### config.mk
export PLATFORM = sky130hd
export DESIGN_NAME = tbgp_top
export DESIGN_NICKNAME = d
export VERILOG_FILES = /design/src/common/tbgp_pkg.sv /design/src/hw/tbgp_top.sv
export VERILOG_INCLUDE_DIRS = /design/src /design/src/common
export SDC_FILE = /design/constraint.sdc
export NUM_CORES = 1
export LEC_CHECK = 0
export BUFFER_PORTS_ARGS = -buffer_cell sky130_fd_sc_hd__buf_2
export CORE_MARGIN = 2
export CORE_UTILIZATION = 35
export DETAILED_ROUTE_END_ITERATION = 10
export HOLD_SLACK_MARGIN = 0.06
export RECOVER_POWER = 100
export SYNTH_ARGS = -nofsm -noshare
export SYNTH_HDL_FRONTEND = slang
export SYNTH_SLANG_ARGS = --single-unit
### constraint.sdc
create_clock -name clk -period 1.5 [get_ports clk]
set_input_delay 0.225 -clock clk [delete_from_list [all_inputs] [get_ports clk]]
set_output_delay 0.225 -clock clk [all_outputs]
set_load 0.01 [all_outputs]
### src/common/tbgp_defs.svh
`ifndef TBGP_DEFS_SVH
`define TBGP_DEFS_SVH

// ************************************************************
// register map (byte addresses, one aligned word each)
// ************************************************************
`define TBGP_THREE_DATA_IDX   8'h0a
`define TBGP_TWO_DATA_IDX     8'h0b
`define TBGP_THREE_DIR_IDX    8'h0c
`define TBGP_TWO_DIR_IDX      8'h0d
`define TBGP_KEY_EN_IDX       8'h0e
`define TBGP_THREE_DATA_ADDR  12'h028
`define TBGP_TWO_DATA_ADDR    12'h02c
`define TBGP_THREE_DIR_ADDR   12'h030
`define TBGP_TWO_DIR_ADDR     12'h034
`define TBGP_KEY_EN_ADDR      12'h038

// ************************************************************
// field layout and reset values
// ************************************************************
`define TBGP_THREE_W          3
`define TBGP_TWO_W            2
`define TBGP_KEY_W            5
`define TBGP_KEY_TWO_LSB      3
`define TBGP_DIR_RST3         3'h0
`define TBGP_DIR_RST2         2'h0
`define TBGP_KEY_RST          5'h00

`endif

### src/common/tbgp_pkg.sv
package tbgp_pkg;

	// apb request as seen by the slave
	typedef struct packed {
		logic        psel;
		logic        penable;
		logic        pwrite;
		logic [11:0] paddr;
		logic [31:0] pwdata;
	} tbgp_apb_req_t;

	// one group of pins: output value and output enable
	typedef struct packed {
		logic [4:0] pin_out;
		logic [4:0] pin_oe;
	} tbgp_pin_drv_t;

endpackage : tbgp_pkg

### src/hw/tbgp_top.sv
// Behaviour
// the first port has exactly three pins, shared with the key interrupt block.
// the second port has exactly two pins, shared with the key interrupt block.
// first-port data latch bits are read/write and untouched by reset.
// second-port data latch bits likewise keep their values through reset.
// a set key enable on a first-port pin makes it an input, overriding direction.
// key enable bits 4 and 3 make the second-port pins interrupt inputs.
// a set key enable on a second-port pin overrides its direction bit.
// first-port direction one drives the pin, zero leaves it high impedance.
// second-port direction one drives the pin, zero makes it an input.
// reset clears all three first-port direction bits.
// reset clears both second-port direction bits.
// first-port data read gives latch where direction is one, pin otherwise.
// second-port data read gives latch for outputs, pin level for inputs; code selects on the direction bit only, ignoring key enable.
// data latch writes are always accepted, whatever the direction.
// writing an input pin's latch stores it but leaves the sensed input alone.
// direction bits read back the last value written.
// software loads a first-port latch before setting direction from 0 to 1.
// software loads a second-port latch before setting direction from 0 to 1.
//
// The APB register port was left to the implementer.
`timescale 1ns/1ns
`include "tbgp_defs.svh"

module tbgp_top
	import tbgp_pkg::*;
(
	input  wire logic        clk,
	input  wire logic        rstn,
	input  wire logic        clk_en,
	input  wire logic        psel,
	input  wire logic        penable,
	input  wire logic        pwrite,
	input  wire logic [11:0] paddr,
	input  wire logic [31:0] pwdata,
	output logic      [31:0] prdata,
	output logic             pready,
	output logic             pslverr,
	input  wire logic [2:0]  three_pin_in,
	output logic      [2:0]  three_pin_out,
	output logic      [2:0]  three_pin_oe,
	input  wire logic [1:0]  two_pin_in,
	output logic      [1:0]  two_pin_out,
	output logic      [1:0]  two_pin_oe,
	output logic      [4:0]  key_pin_level
);

	// ************************************************************
	// reset release
	// ************************************************************
	logic [1:0] rst_sync_q;
	logic       rst_n;

	// two-stage release of the asynchronous reset
	always_ff @(posedge clk or negedge rstn) begin
		if (!rstn) begin
			rst_sync_q <= 2'h0;
		end else begin
			rst_sync_q <= {rst_sync_q[0], 1'b1};
		end
	end
	assign rst_n = rst_sync_q[1];

	// ************************************************************
	// pin input synchronisers
	// ************************************************************
	logic [4:0] pin_s1_q;
	logic [4:0] pin_s2_q;
	logic [4:0] pin_s3_q;
	logic [4:0] pin_level_q;

	// three stages; the level only moves once stages two and three agree
	always_ff @(posedge clk or negedge rst_n) begin
		if (!rst_n) begin
			pin_s1_q    <= 5'h00;
			pin_s2_q    <= 5'h00;
			pin_s3_q    <= 5'h00;
			pin_level_q <= 5'h00;
		end else if (clk_en) begin
			pin_s1_q <= {two_pin_in, three_pin_in};
			pin_s2_q <= pin_s1_q;
			pin_s3_q <= pin_s2_q;
			for (int i = 0; i < 5; i++) begin
				if (pin_s2_q[i] == pin_s3_q[i]) begin
					pin_level_q[i] <= pin_s3_q[i];
				end
			end
		end
	end

	// ************************************************************
	// register decode
	// ************************************************************
	tbgp_apb_req_t req;
	logic          wr_en;
	logic          rd_en;
	logic          hit;

	assign req   = '{psel: psel, penable: penable, pwrite: pwrite, paddr: paddr,
		pwdata: pwdata};
	assign hit   = (req.paddr == `TBGP_THREE_DATA_ADDR) || (req.paddr == `TBGP_TWO_DATA_ADDR)
		|| (req.paddr == `TBGP_THREE_DIR_ADDR) || (req.paddr == `TBGP_TWO_DIR_ADDR)
		|| (req.paddr == `TBGP_KEY_EN_ADDR);
	// read data is prepared in setup; a write lands only at the access edge with pready high
	assign wr_en = clk_en && req.psel && req.penable && pready && req.pwrite && hit;
	assign rd_en = clk_en && req.psel && !req.penable && !req.pwrite;

	// ************************************************************
	// data latches (no reset)
	// ************************************************************
	logic [2:0] three_pin_data_latch_q;
	logic [1:0] two_pin_data_latch_q;

	// latches take writes whatever the direction, and have no reset
	always_ff @(posedge clk) begin
		if (wr_en && req.paddr == `TBGP_THREE_DATA_ADDR) begin
			three_pin_data_latch_q <= req.pwdata[2:0];
		end
		if (wr_en && req.paddr == `TBGP_TWO_DATA_ADDR) begin
			two_pin_data_latch_q <= req.pwdata[1:0];
		end
	end

	// ************************************************************
	// direction and key enable registers
	// ************************************************************
	logic [2:0] three_pin_direction_q;
	logic [1:0] two_pin_direction_q;
	logic [4:0] key_interrupt_pin_enable_q;

	// direction bits start as inputs
	always_ff @(posedge clk or negedge rst_n) begin
		if (!rst_n) begin
			three_pin_direction_q <= `TBGP_DIR_RST3;
			two_pin_direction_q   <= `TBGP_DIR_RST2;
		end else if (wr_en) begin
			if (req.paddr == `TBGP_THREE_DIR_ADDR) begin
				three_pin_direction_q <= req.pwdata[2:0];
			end
			if (req.paddr == `TBGP_TWO_DIR_ADDR) begin
				two_pin_direction_q <= req.pwdata[1:0];
			end
		end
	end

	// key enables stand in for the key interrupt block's control bits
	always_ff @(posedge clk or negedge rst_n) begin
		if (!rst_n) begin
			key_interrupt_pin_enable_q <= `TBGP_KEY_RST;
		end else if (wr_en && req.paddr == `TBGP_KEY_EN_ADDR) begin
			key_interrupt_pin_enable_q <= req.pwdata[4:0];
		end
	end

	// ************************************************************
	// pin drive
	// ************************************************************
	logic [2:0] three_drive;
	logic [1:0] two_drive;

	// a set key enable forces the pin to input
	assign three_drive = three_pin_direction_q
		& ~key_interrupt_pin_enable_q[2:0];
	assign two_drive   = two_pin_direction_q
		& ~key_interrupt_pin_enable_q[`TBGP_KEY_W-1:`TBGP_KEY_TWO_LSB];

	// registered pin outputs and level to the key interrupt block
	always_ff @(posedge clk or negedge rst_n) begin
		if (!rst_n) begin
			three_pin_out <= 3'h0;
			three_pin_oe  <= 3'h0;
			two_pin_out   <= 2'h0;
			two_pin_oe    <= 2'h0;
			key_pin_level <= 5'h00;
		end else if (clk_en) begin
			three_pin_out <= three_pin_data_latch_q;
			three_pin_oe  <= three_drive;
			two_pin_out   <= two_pin_data_latch_q;
			two_pin_oe    <= two_drive;
			key_pin_level <= pin_level_q;
		end
	end

	// ************************************************************
	// read path and apb answer
	// ************************************************************
	logic [31:0] rd_d;

	// data reads mix latch and pin per direction bit
	always_comb begin
		rd_d = 32'h0000_0000;
		case (req.paddr)
			`TBGP_THREE_DATA_ADDR: rd_d[2:0] = (three_pin_direction_q & three_pin_data_latch_q)
				| (~three_pin_direction_q & pin_level_q[2:0]);
			`TBGP_TWO_DATA_ADDR:   rd_d[1:0] = (two_pin_direction_q & two_pin_data_latch_q)
				| (~two_pin_direction_q & pin_level_q[4:3]);
			`TBGP_THREE_DIR_ADDR:  rd_d[2:0] = three_pin_direction_q;
			`TBGP_TWO_DIR_ADDR:    rd_d[1:0] = two_pin_direction_q;
			`TBGP_KEY_EN_ADDR:     rd_d[4:0] = key_interrupt_pin_enable_q;
			default:               rd_d      = 32'h0000_0000;
		endcase
	end

	// no wait state: answer in the first access cycle, error on unmapped
	always_ff @(posedge clk or negedge rst_n) begin
		if (!rst_n) begin
			pready  <= 1'b0;
			pslverr <= 1'b0;
			prdata  <= 32'h0000_0000;
		end else if (clk_en) begin
			pready  <= req.psel && !req.penable;
			pslverr <= req.psel && !req.penable && !hit;
			if (rd_en) begin
				prdata <= rd_d;
			end
		end
	end

endmodule : tbgp_top

==> impl_metrics.json <==
{
  "status": "complete, no violations",
  "post_synth_inst_count": 227,
  "rr_startpoint": "pready",
  "clock_sinks": 59,
  "relSlewSlack_pct": 53.1,
  "ios": 104,
  "hpwl_mm": 3.55,
  "final_layout_size_suffix_gt1_share_pct": 32.7,
  "power_uw": 3870,
  "ys_warn_count": 0,
  "synthesis.area_um2": 2770,
  "track_usage_pct": 12.5,
  "rows": 32,
  "fin_nets": 347,
  "dpl_cell_area_um2": 3120,
  "cts_tree": "done",
  "via_per_inst": 4.49,
  "synth.area.top_cells": "dfrtp_1 (49%), mux2_2 (14%), buf_4 (7.3%), edfxtp_1 (5.4%), mux2i_1 (2.5%)",
  "postLayoutCellArea_um2": 3300,
  "drt-wirelength-per-cell_um": 12.4,
  "start_util_pct": 36.0,
  "antennaDiodeCount": 0,
  "place_ws_ns": -0.254,
  "synth_area_per_cell_um2": 12.2,
  "drt_wl_total_mm": 4.93,
  "r2r_setup_slack_ns": 0.1,
  "cp.arrival_ns": 1.45,
  "setup_ws_ns": 0.0985,
  "drc_errors": 0,
  "final_util_pct": 43.0,
  "critical_path_required_ns": 1.55,
  "clock_power_share_pct": 39.6,
  "p_comb_share_pct": 11.9,
  "start_kind": "flip-flop",
  "rsz0062_at_grt": "no",
  "antenna_found_initial": 0,
  "grt_start_max_net_pins": 53,
  "hold_violations": 0,
  "maxCapViolCount": 0,
  "area_delta_synth_final_pct": 19.5,
  "hp-start": "three_pin_in[2]",
  "tightest_slew_ns": 0.704,
  "core_um2": 7690,
  "grt_pass1_wl_mm": 8.31,
  "p_per_area_nw_per_um2": 1170,
  "hold_class": "in2reg",
  "finalCriticalPeriod_ns": 1.40,
  "cts_buffer_depth": 2,
  "clkSlewWorstSetupHoldPaths_ns": 0.07,
  "p_seq_share_pct": 48.5,
  "critical_path_class": "reg2reg",
  "io_buffer_count": 49,
  "cp_max_fo": 5,
  "drtIter0Drc": 98,
  "fill_cells": 766,
  "cp-startpoint": "pready",
  "synth_top_area_share_pct": 48.9,
  "cts_root_buf": "clkbuf_8",
  "cellLeakagePower_uw": 0.00146,
  "num_vias": 1793,
  "clock_skew_ns": 0.00676,
  "drv_slew": 0,
  "numCtsBuffers": 9,
  "dieArea_um2": 8630,
  "endpoint_kind": "flip-flop",
  "clkLatencyLatePin_ns": 0.33,
  "cts_setup_buffers": 0,
  "cts_htree_levels": 3,
  "setup_viol": 0,
  "synth.distinct_cells": 33,
  "fp.dieW_um": 92.9,
  "dr.pass1.iters": 4,
  "worst_ir_drop_vdd_v": 0.000833,
  "postRouteAntennaNets": 0,
  "globalplace.congestion": 0.769,
  "seq_area_frac_synth_pct": 54.3,
  "min_period_over_period_pct": 93.4,
  "overflow": 0,
  "max_freq_mhz": 714,
  "yosys.area.top_type": "dfrtp_1",
  "fp.dieH_um": 92.9,
  "p_int_uw": 2890,
  "grt_pass1_vias": 1766,
  "synth-seq-cells": 59,
  "switching_share_pct": 25.4,
  "p_switching_uw": 983
}
power groups by stage:
stage | Sequential [uW] | Clock (uW) | Combinational [uW]
after floorplan | 1920 | 0 | 337
after global placement | 1900 | 0 | 476
after detailed placement | 1910 | 0 | 488
after CTS | 1880 | 1590 | 492
after global routing | 1900 | 1660 | 527
final | 1880 | 1530 | 462
synth_stat cells:
master	number
nor2b_1	2
clkbuf_1	5
nand2b_1	7
a21oi_1	12
nor4_4	2
o21ai_0	9
nand3_1	3
a31o_2	1
nor3_4	1
buf_4	27
or3b_2	1
or2_2	1
dfrtp_1	54
nand4_4	1
nand2_1	9
a31oi_1	1
conb_1	2
nor4_1	2
o22ai_1	4
nor3_2	1
nor2_1	9
inv_1	9
and3_1	1
clkbuf_8	1
or3_1	1
buf_2	3
o31ai_1	3
mux2_2	34
nor4b_2	1
nand3b_1	6
mux2i_1	7
mux2_1	2
edfxtp_1	5
through the flow:
stage | setup TNS [ns] | hold WS [ns] | instances
4_1_cts | 0 | 0.101 | 399
6_report | 0 | 0.125 | 399
5_1_grt | 0 | 0.114 | 399
3_5_place_dp | -3.38 | 0.0113 | 382
3_3_place_gp | -3.12 | 0.00984 | 382
2_1_floorplan | -0.00268 | -0.0706 | 253
area by class of cell:
cell class              count  area [um2]  area share [%]
clock buffers              11         163            4.92
clock inverters             5        58.8            1.78
multi-input cells         149        1100            33.3
repair buffers             64         317            9.58
well taps                 102         128            3.86
inverters                   9        33.8            1.02
flip-flops and latches     59        1500            45.5
worst paths after layout:
| kind | cells past startpoint | endpoint |
|---|---|---|
| max in group asynchronous | 1 | key_interrupt_pin_enable_q[1] |
| hold reg to reg | 0 | rst_sync_q[1] |
| setup reg to reg | 5 | three_pin_data_latch_q[0] |
| min in group asynchronous | 2 | rst_sync_q[0] |
| hold / removal | 2 | pin_s1_q[2] |
| setup / recovery | 5 | three_pin_data_latch_q[0] |
layer usage:
metal	part of all wire, %	vias to the layer above	wire [um]	global-route usage, %
li1	-	865	-	-
met1	46	864	2250	16.1
met2	47	55	2330	19.5
met3	5.5	9	269	3.34
met4	1.6	0	78	5.88
met5	0	-	0	0
cells in the final DEF, fill, tap and decap left out, types with 2 or more instances in the layout:
cell         n
mux2_1       2
o22ai_1      4
o21ai_0      9
nand2_1      9
mux2_2      34
clkbuf_8    10
buf_4        9
buf_2       22
a21oi_1     12
clkbuf_4     2
clkbuf_1    29
mux2i_1      7
conb_1      28
nor4_4       2
nor2_1       9
nand3_1      2
o31ai_1      3
clkinvlp_4   2
inv_1        9
edfxtp_1     5
nand3b_1     6
dfrtp_1     53
nand2b_1     7
nor3_4       2
nor4_2       2
nor2b_1      2
worst max-delay path: stages (launching register included):
cell,delay (ns)
dfrtp_1,0.37
nand3_1,0.08
buf_4,0.17
clkbuf_4,0.14
nor4_2,0.20
buf_4,0.17
state kept, by name, indices dropped and copies added, names as in the netlist, 5 cells and up:
signal,flops
prdata,5
pin_s3_q,5
pin_s1_q,5
pin_level_q,5
key_pin_level,5
pin_s2_q,5
key_interrupt_pin_enable_q,5
timing repair:
item                                    4_1_cts  5_1_grt
hold endpoints to repair                      2        0
gates resized for setup                       0        2
hold buffers                                  1        0
endpoints found under the setup margin        0        2
kinds of logic (layout without fill, tap and decap cells):
family          count (synthesis)  in the layout  share of synthesized area [%]
buf+inv                        45             89                           10.3
mux                            43             43                           17.2
simple gates                   48             48                           11.9
compound gates                 30             30                           6.06
other cells                     2             28                          0.272
flops                          59             59                           54.3
(Power assumes the default switching activity.)
